### src/uif_pkg.sv
package uif_pkg;
   // Register indices (no offsets printed)
   localparam logic [1:0] ADDR_FLAGS = 2'h0;
   localparam logic [1:0] ADDR_ENABLES = 2'h1;
   localparam logic [1:0] ADDR_ERR_FLAGS = 2'h2;
   localparam logic [1:0] ADDR_ERR_ENABLES = 2'h3;
   // Flag bit positions
   localparam int BIT_STALL = 7;
   localparam int BIT_RESUME = 5;
   localparam int BIT_SLEEP = 4;
   localparam int BIT_TOKDONE = 3;
   localparam int BIT_SOF = 2;
   localparam int BIT_ERROR = 1;
   localparam int BIT_BUSRST = 0;
   localparam logic [7:0] FLAG_MASK = 8'hbf;
   localparam logic [7:0] ERR_MASK = 8'hbf;
   localparam logic [7:0] RESET_VAL = 8'h00;
   // Timing
   localparam int CLK_PERIOD_PS = 4000;
   localparam int RESUME_TIME_PS = 2500000;
   localparam int BUSRST_TIME_PS = 2500000;
   localparam int SLEEP_TIME_US = 3000;
   localparam int RESUME_CYCLES = (RESUME_TIME_PS + CLK_PERIOD_PS - 1) / CLK_PERIOD_PS;
   localparam int BUSRST_CYCLES = (BUSRST_TIME_PS + CLK_PERIOD_PS - 1) / CLK_PERIOD_PS;
   // Cycles per microsecond first, so the product stays inside a 32-bit int
   localparam int SLEEP_CYCLES = SLEEP_TIME_US * (1000000 / CLK_PERIOD_PS);
   localparam int CNT_W = 20;
   // Firmware states
   typedef enum logic [3:0] {
      FW_IDLE = 4'b0001,
      FW_READ = 4'b0010,
      FW_EVAL = 4'b0100,
      FW_CLEAR = 4'b1000
   } uif_fw_state_t;
endpackage

### src/uif_if.sv
`timescale 1ns/10ps
`default_nettype none
interface uif_if;
   logic wr;
   logic rd;
   logic [1:0] addr;
   logic [7:0] wdata;
   logic [7:0] rdata;
   logic irq;
   modport dev (input wr, input rd, input addr, input wdata, output rdata, output irq);
   modport fw (output wr, output rd, output addr, output wdata, input rdata, input irq);
endinterface
`default_nettype wire

### src/uif_dev_end.sv
// Function
// - Enabled flags ORed into one interrupt line
// - Flags stay set until written one
// - Flags and enables reset to zero
// - Stall flag on STALL handshake sent
// - Resume flag after K held 2.5 us
// - Firmware enables resume only before suspend
// - Sleep flag after 3 ms idle
// - Any bus activity restarts sleep timer
// - Transaction done flag on transaction end
// - Clearing done flag pops status pulse
// - Firmware reads status before clearing done
// - Frame start flag on SOF token
// - Error flag from error status register
// - Bus reset flag after 2.5 us reset
// - Bus reset flag rearms after reset removed
// - Firmware clears address, enables endpoint zero; fw end only latches o_bus_reset_seen
// - Enable bit unmasks same flag position
// - Enabled error bits ORed into error flag
`timescale 1ns/10ps
`default_nettype none
module uif_dev_end (
   input wire logic i_mclk,
   input wire logic i_sys_rst,
   uif_if.dev bus,
   input wire logic i_stall_sent,
   input wire logic i_k_state,
   input wire logic i_bus_idle,
   input wire logic i_se0_reset,
   input wire logic i_txn_done,
   input wire logic i_sof_token,
   input wire logic [7:0] i_err_events,
   output logic o_status_pop
);
   logic [7:0] flags_reg, flags_next;
   logic [7:0] en_reg;
   logic [7:0] err_reg, err_next;
   logic [7:0] err_en_reg;
   logic [7:0] rdata_reg;
   logic [uif_pkg::CNT_W-1:0] k_cnt_reg, idle_cnt_reg, rst_cnt_reg;
   logic resume_hit_reg, sleep_hit_reg, rst_done_reg;
   logic [1:0] k_sync_reg, idle_sync_reg, rst_sync_reg;
   logic k_s, idle_s, rst_s;
   logic resume_ev, sleep_ev, busrst_ev;
   logic [7:0] set_vec, clr_vec, err_clr;
   logic wr_flags, wr_en, wr_err, wr_err_en;
   logic [7:0] rdata_next_v;
   // Write strobe aimed at one register index
   function automatic logic uif_wr_hit(input logic wr, input logic [1:0] addr, input logic [1:0] idx);
      return wr && (addr == idx);
   endfunction
   // Pin-side levels after two flops
   assign k_s = k_sync_reg[1];
   assign idle_s = idle_sync_reg[1];
   assign rst_s = rst_sync_reg[1];
   // Register write decode
   assign wr_flags = uif_wr_hit(bus.wr, bus.addr, uif_pkg::ADDR_FLAGS);
   assign wr_en = uif_wr_hit(bus.wr, bus.addr, uif_pkg::ADDR_ENABLES);
   assign wr_err = uif_wr_hit(bus.wr, bus.addr, uif_pkg::ADDR_ERR_FLAGS);
   assign wr_err_en = uif_wr_hit(bus.wr, bus.addr, uif_pkg::ADDR_ERR_ENABLES);
   assign clr_vec = wr_flags ? bus.wdata : 8'h00;
   assign err_clr = wr_err ? bus.wdata : 8'h00;
   // Timer events, one cycle at threshold
   assign resume_ev = k_s && !resume_hit_reg && (k_cnt_reg == uif_pkg::CNT_W'(uif_pkg::RESUME_CYCLES - 1));
   assign sleep_ev = idle_s && !sleep_hit_reg && (idle_cnt_reg == uif_pkg::CNT_W'(uif_pkg::SLEEP_CYCLES - 1));
   assign busrst_ev = rst_s && !rst_done_reg && (rst_cnt_reg == uif_pkg::CNT_W'(uif_pkg::BUSRST_CYCLES - 1));
   // Event set vector
   always_comb begin
      set_vec = 8'h00;
      set_vec[uif_pkg::BIT_STALL] = i_stall_sent;
      set_vec[uif_pkg::BIT_RESUME] = resume_ev;
      set_vec[uif_pkg::BIT_SLEEP] = sleep_ev;
      set_vec[uif_pkg::BIT_TOKDONE] = i_txn_done;
      set_vec[uif_pkg::BIT_SOF] = i_sof_token;
      set_vec[uif_pkg::BIT_ERROR] = |(err_reg & err_en_reg);
      set_vec[uif_pkg::BIT_BUSRST] = busrst_ev;
   end
   // Set wins over clear, bit 6 never stored
   assign flags_next = ((flags_reg & ~clr_vec) | set_vec) & uif_pkg::FLAG_MASK;
   assign err_next = ((err_reg & ~err_clr) | i_err_events) & uif_pkg::ERR_MASK;
   assign bus.irq = |(flags_reg & en_reg);
   assign bus.rdata = rdata_reg;
   // Read data mux
   always_comb begin
      unique case (bus.addr)
         uif_pkg::ADDR_FLAGS: rdata_next_v = flags_reg;
         uif_pkg::ADDR_ENABLES: rdata_next_v = en_reg;
         uif_pkg::ADDR_ERR_FLAGS: rdata_next_v = err_reg;
         uif_pkg::ADDR_ERR_ENABLES: rdata_next_v = err_en_reg;
      endcase
   end
   // Flags, enables, status pop
   always_ff @(posedge i_mclk) begin
      if (i_sys_rst) begin
         flags_reg <= uif_pkg::RESET_VAL;
         en_reg <= uif_pkg::RESET_VAL;
         err_reg <= uif_pkg::RESET_VAL;
         err_en_reg <= uif_pkg::RESET_VAL;
         rdata_reg <= uif_pkg::RESET_VAL;
         o_status_pop <= 1'b0;
      end else begin
         flags_reg <= flags_next;
         err_reg <= err_next;
         if (wr_en) en_reg <= bus.wdata & uif_pkg::FLAG_MASK;
         if (wr_err_en) err_en_reg <= bus.wdata & uif_pkg::ERR_MASK;
         rdata_reg <= rdata_next_v;
         o_status_pop <= clr_vec[uif_pkg::BIT_TOKDONE];
      end
   end
   // Pin synchronisers
   always_ff @(posedge i_mclk) begin
      if (i_sys_rst) begin
         k_sync_reg <= 2'h0;
         idle_sync_reg <= 2'h0;
         rst_sync_reg <= 2'h0;
      end else begin
         k_sync_reg <= {k_sync_reg[0], i_k_state};
         idle_sync_reg <= {idle_sync_reg[0], i_bus_idle};
         rst_sync_reg <= {rst_sync_reg[0], i_se0_reset};
      end
   end
   // Duration timers
   always_ff @(posedge i_mclk) begin
      if (i_sys_rst) begin
         k_cnt_reg <= '0;
         idle_cnt_reg <= '0;
         rst_cnt_reg <= '0;
         resume_hit_reg <= 1'b0;
         sleep_hit_reg <= 1'b0;
         rst_done_reg <= 1'b0;
      end else begin
         k_cnt_reg <= (k_s && !resume_hit_reg) ? k_cnt_reg + 1'b1 : '0;
         resume_hit_reg <= k_s && (resume_hit_reg || resume_ev);
         idle_cnt_reg <= (idle_s && !sleep_hit_reg) ? idle_cnt_reg + 1'b1 : '0;
         sleep_hit_reg <= idle_s && (sleep_hit_reg || sleep_ev);
         rst_cnt_reg <= (rst_s && !rst_done_reg) ? rst_cnt_reg + 1'b1 : '0;
         rst_done_reg <= rst_s && (rst_done_reg || busrst_ev);
      end
   end
endmodule
`default_nettype wire

### src/flat_wrapper.sv
// flat-port wrapper written by rule: the top's interface ports become plain ports
module uif_dev_end_flat 
  (i_mclk, i_sys_rst, i_stall_sent, i_k_state, i_bus_idle, i_se0_reset, i_txn_done, i_sof_token, i_err_events, o_status_pop, bus_wr, bus_rd, bus_addr, bus_wdata, bus_rdata, bus_irq);
  uif_if bus_i ();
  input wire logic i_mclk;
  input wire logic i_sys_rst;
  input wire logic i_stall_sent;
  input wire logic i_k_state;
  input wire logic i_bus_idle;
  input wire logic i_se0_reset;
  input wire logic i_txn_done;
  input wire logic i_sof_token;
  input wire logic [7:0] i_err_events;
  output logic o_status_pop;
  input wire logic [$bits(bus_i.wr)-1:0] bus_wr;
  input wire logic [$bits(bus_i.rd)-1:0] bus_rd;
  input wire logic [$bits(bus_i.addr)-1:0] bus_addr;
  input wire logic [$bits(bus_i.wdata)-1:0] bus_wdata;
  output wire logic [$bits(bus_i.rdata)-1:0] bus_rdata;
  output wire logic [$bits(bus_i.irq)-1:0] bus_irq;
  assign bus_i.wr = bus_wr;
  assign bus_i.rd = bus_rd;
  assign bus_i.addr = bus_addr;
  assign bus_i.wdata = bus_wdata;
  assign bus_rdata = bus_i.rdata;
  assign bus_irq = bus_i.irq;
  uif_dev_end u_core (.i_mclk(i_mclk), .i_sys_rst(i_sys_rst), .bus(bus_i), .i_stall_sent(i_stall_sent), .i_k_state(i_k_state), .i_bus_idle(i_bus_idle), .i_se0_reset(i_se0_reset), .i_txn_done(i_txn_done), .i_sof_token(i_sof_token), .i_err_events(i_err_events), .o_status_pop(o_status_pop));
endmodule
### config.mk
export PLATFORM = sky130hd
export DESIGN_NAME = uif_dev_end_flat
export DESIGN_NICKNAME = d
export VERILOG_FILES = /design/src/uif_pkg.sv /design/src/uif_if.sv /design/src/uif_dev_end.sv /design/src/flat_wrapper.sv
export SDC_FILE = /design/constraint.sdc
export NUM_CORES = 1
export LEC_CHECK = 0
export ABC_AREA = 1
export BUFFER_PORTS_ARGS = -buffer_cell sky130_fd_sc_hd__buf_2
export CELL_PAD_IN_SITES_DETAIL_PLACEMENT = 0
export CELL_PAD_IN_SITES_GLOBAL_PLACEMENT = 1
export CORE_MARGIN = 2
export CORE_UTILIZATION = 43
export DETAILED_ROUTE_END_ITERATION = 7
export GPL_ROUTABILITY_DRIVEN = 0
export PLACE_DENSITY_LB_ADDON = 0.1
export SLEW_MARGIN = 40
export SYNTH_ARGS = -nofsm -noshare
export SYNTH_HDL_FRONTEND = slang
export SYNTH_SLANG_ARGS = --single-unit
### constraint.sdc
create_clock -name i_mclk -period 1.55 [get_ports i_mclk]
set_input_delay 0.0775 -clock i_mclk [delete_from_list [all_inputs] [get_ports i_mclk]]
set_output_delay 0.0775 -clock i_mclk [all_outputs]
set_load 0.02 [all_outputs]
==> After elaboration in Yosys (flattened, before gate mapping) <==
Cells that the tools add are included.
{ "op_classes": {"n_shift": 0, "n_mux": 3, "bitwise_logic": 11, "div_mod_pow": 0, "n_eq_ne": 6, "add_sub_neg": 3, "mul": 0, "n_reduce_logical": 25, "order_cmp": 0} }
{ "op_table": {"columns": ["operator", "n"], "rows": [
  ["adder 20 x 1 -> 20 bit, second input constant", 3],
  ["== test 20 x 10 -> 1 bit, second input constant", 2],
  ["AND 8 bit", 4],
  ["one-hot mux 8 bit (4 select lines)", 1],
  ["== test 20 bit, second input constant", 1],
  ["two-way mux 8 bit", 2],
  ["inverter 8 bit", 2],
  ["bitwise OR 8 bit", 2],
  ["OR reduction 8 bit", 2],
  ["logical AND 1 bit", 13],
  ["OR reduction 2 bit", 3],
  ["== test 2 bit, second input constant", 2],
  ["zero test 1 bit", 3],
  ["logical OR 1 bit", 3],
  ["inverter 1 bit", 3],
  ["== test 2 x 1 -> 1 bit, second input constant", 1],
  ["zero test 2 bit", 1]
]} }
{ "totals": {"out_inout_bits": 10, "romBits": 0, "regBits": 108, "word_cells": 65, "inputBits": 28, "mem_count": 0, "latch_bits": 0, "mem_bits_rw": 0} }

==> Longest topological paths before layout <==
{ "depth": {"depth_word": 6, "depth_mapped": 9} }

==> Worst setup path before layout <==
No wires, ideal clock.
{ "synth_timing": {"kind": "register to register", "start": "reg u_core.k_cnt_reg[0] in the netlist's numbering", "end": "reg u_core.k_cnt_reg[18] in the netlist's numbering", "period_less_slack_ns": 1.256, "arrival_time_ns": 1.141, "path_slack_ns": 0.294, "path_stages_with_launch": 9, "path_cell_list": "dfxtp_1 -> ha_1 -> nand2_1 -> nor2_4 -> nand3_4 -> nor2_4 -> nand3_1 -> nand2_1 -> nor2_1"} }
{ "synth_between": {"elab_chain_cells": 1} }
{ "synth_lines": {"columns": ["item", "line", "rtl"], "rows": [
  ["start, declared", "uif_dev_end.sv:40", "logic [uif_pkg::CNT_W-1:0] k_cnt_reg, idle_cnt_reg, rst_cnt_reg;"],
  ["start signal, assigned", "uif_dev_end.sv:132", "k_cnt_reg <= (k_s && !resume_hit_reg) ? k_cnt_reg + 1'b1 : '0;"],
  ["adder 20 x 1 -> 20 bit", "uif_dev_end.sv:132", null]
]} }
Every way passes these cells.
A chain may end at the register's enable or synchronous reset.

==> Worst setup path after layout <==
{ "layout_timing": {"start": "reg u_core.k_cnt_reg[0] in the netlist's numbering", "end": "reg u_core.k_cnt_reg[16] in the netlist's numbering"} }
Same word-level chain as after synthesis.

==> out/results.ini <==
[run_status]
outcome=finished, final reports clean

[die]
die_w_um=110
start_util_pct=44.3
rows=38
die_y_um=110
coreArea_um2=10900
ioPinCount=38
die-area_um2=12100

[yosys]
synth_edf_count=0
synth_async_sr_flop_share_pct=0
yosysMostFrequentCell=nand2_1
synth_area_leaders=dfxtp_1 43%, nand2_1 11%, nor2_1 8.0%, a21oi_1 6.7%, inv_1 6.4%
synth_top_area_share_pct=43.4
synth_cell_type_count=37
ys_seq_area_share_pct=43.4
synth_top_family_by_area=simple AND/OR/NAND/NOR gates
synth-simple-area-share_pct=32.2
synth_area_um2=4850
syn_avg_cell_area_um2=7.03
synth_compound_area_share_pct=13.6
ys_warn_count=0
synth_ff_type=dfxtp_1
synth.mux.area_fraction_pct=0
synth_xor_area_share_pct=0.723
synthCells=689
yosys.area.top_type=dfxtp_1
syn_nets=722
ys_ff_latch=105
yosys-top-cells-count=144 x nand2_1, 105 x dfxtp_1, 103 x nor2_1
yosys.area_share.adder_pct=1.29

[sta]
final_max_slew_viol_count=0
final.period_utilization_pct=90.5
timing_hold_violations_final=0
fin_ws_ns=0.146
fin_crit_ns=1.40
hold_slack_ns=0.0211
setup_viol=0
fmax_mhz=712
clock_skew_ns=0.00751

[clocking]
cts_buffers=9
clk_latency_ns=0.34
cts_buffer_depth=2
h-tree-depth=3
clock-root-buffer=clkbuf_16
clkTransAtPathRegs_ns=0.07
cts_tree=yes
numClockSinks=105

[critical_path]
r2r_slack_ns=0.15
path_class=reg -> reg
timing.rr.end=u_core.k_cnt_reg[16]
rr_worst_depth=8
end_kind=flop
worst_path_max_delay_cell=dfxtp_1
cp_top_family=simple AND/OR/NAND/NOR gates
critPathRequiredTime_ns=1.79
path_depth=8
cp-start-kind=flop
path_buf_inv=0
cp.arrival_ns=1.64
path_max_fanout=4
regToRegStartpoint=u_core.k_cnt_reg[0]
crit_chain=ha_1, nand2_1, nor2_4, nand3_4, nor2_4, nand3_1, nand2_1, nor2_1
max_stage_delay_ns=0.38

[finish]
fin_cells=891
nets=780
syn2layout_area_growth_pct=16.6
fin_util_pct=51.7
drive_gt1_share_pct=13.3
num-fill-cells=1125
antenna_cells=0

[job]
cap_violations=0

[min_path]
hp-start=bus_wdata[1]
holdPathStages=3
hold_path_class=in -> reg
min_to=u_core.err_en_reg[1]

[power_and_ir_drop]
p_leak_uw=0.00198
finalPower_uw=5420
powerDensity_nw_per_um2=959
ir_worst_vdd_mv=0.776

[global_route]
grt_max_degree=22
grt_pass1_vias=4069
antenna_found_initial=0
grt_usage_pct=19.8
overflow=0
grt_pass1_wl_mm=18.9

[placed_design]
hpwl_mm=8.30
pre_cts_ws_ns=0.151
io_buffers=33
dp_cells=862

[route]
firstDrtPassIters=5
via_per_inst=4.97
dr_total_vias=4424
initialDrtViolationCount=314
ant_nets=0
wire_per_inst_um=12.7
drt_wl_total_mm=11.3
drc=0

[per-layer routing]
layer	global-route usage, %	up-vias	wire (µm)
li1	-	2330	-
met4	5.09	0	107
met3	4.00	10	367
met1	26.9	2012	5500
met2	32.2	72	5360
met5	0	-	0
[cells in the final DEF, fill, tap and decap left out, drive strengths merged]
cell type and n:
nand2 148, nor2 121, dfxtp 105, inv 91, a21oi 65, nand3 51, o21ai 49, buf 47
dlygate4sd3 13, nand4 11, nor3 10, clkbuf 9, a31oi 8, ha 5, xnor2 3, nand3b 2
o21a 2, clkinvlp 2, a221oi 1, a22o 1, or2 1, clkinv 1, a211oi 1, and2 1
xor2 1, conb 1, bufinv 1
[area by class of cell]
| cell class | instances | area [µm²] | area share, % |
|---|---|---|---|
| Clock buffer | 9 | 225 | 3.99 |
| Sequential cell | 105 | 2100 | 37.2 |
| Multi-Input combinational cell | 482 | 2340 | 41.3 |
| Inverter | 89 | 334 | 5.91 |
| Timing Repair Buffer | 60 | 400 | 7.09 |
| Tap cell | 140 | 175 | 3.10 |
| Clock inverter | 6 | 76.3 | 1.35 |
[worst max path at each step]
stage	end	start
finish	u_core.k_cnt_reg[16]	u_core.k_cnt_reg[0]
detailed placement	u_core.k_cnt_reg[16]	u_core.k_cnt_reg[1]
global route	u_core.k_cnt_reg[16]	u_core.k_cnt_reg[1]
global placement	u_core.rst_cnt_reg[18]	u_core.rst_cnt_reg[0]
CTS	bus_irq	u_core.flags_reg[4]
floorplan	u_core.k_cnt_reg[18]	u_core.k_cnt_reg[0]
[timing repair]
item | in CTS | in global routing
resized for setup | 0 | 4
hold buffers | 13 | 0
buffers inserted | 0 | 1
setup endpoints to repair | 0 | 3
endpoints found under the hold margin | 13 | 0
[worst min-delay path, delay by kind of cell]
family	cells	cell delay, ns
AO/OA/AOI/OAI	1	0.06
buffers and inverters	1	0.11
AND/OR/NAND/NOR	1	0.07
[power breakdown]
part	internal, µW	leakage, µW	switching [µW]
combinational	120	0.000981	182
clock	1270	0.000142	1060
sequential	2750	0.000853	33.3
total	4140	0.00198	1280
[per-stage QoR]
stage           TNS, ns  cell area, µm²
2_1_floorplan         0            4850
3_3_place_gp          0            5200
3_5_place_dp          0            5200
4_1_cts               0            5630
5_1_grt        -0.00605            5650
6_report              0            5650
[kinds of logic (layout without fill, tap and decap cells)]
group,count (synthesis),in the layout
buf+inv,102,164
simple gates,345,345
xor+xnor,4,4
compound gates,127,127
flops,105,105
other cells,1,1
fa+ha+maj,5,5
No activity file was read; power rests on OpenSTA's default activity.
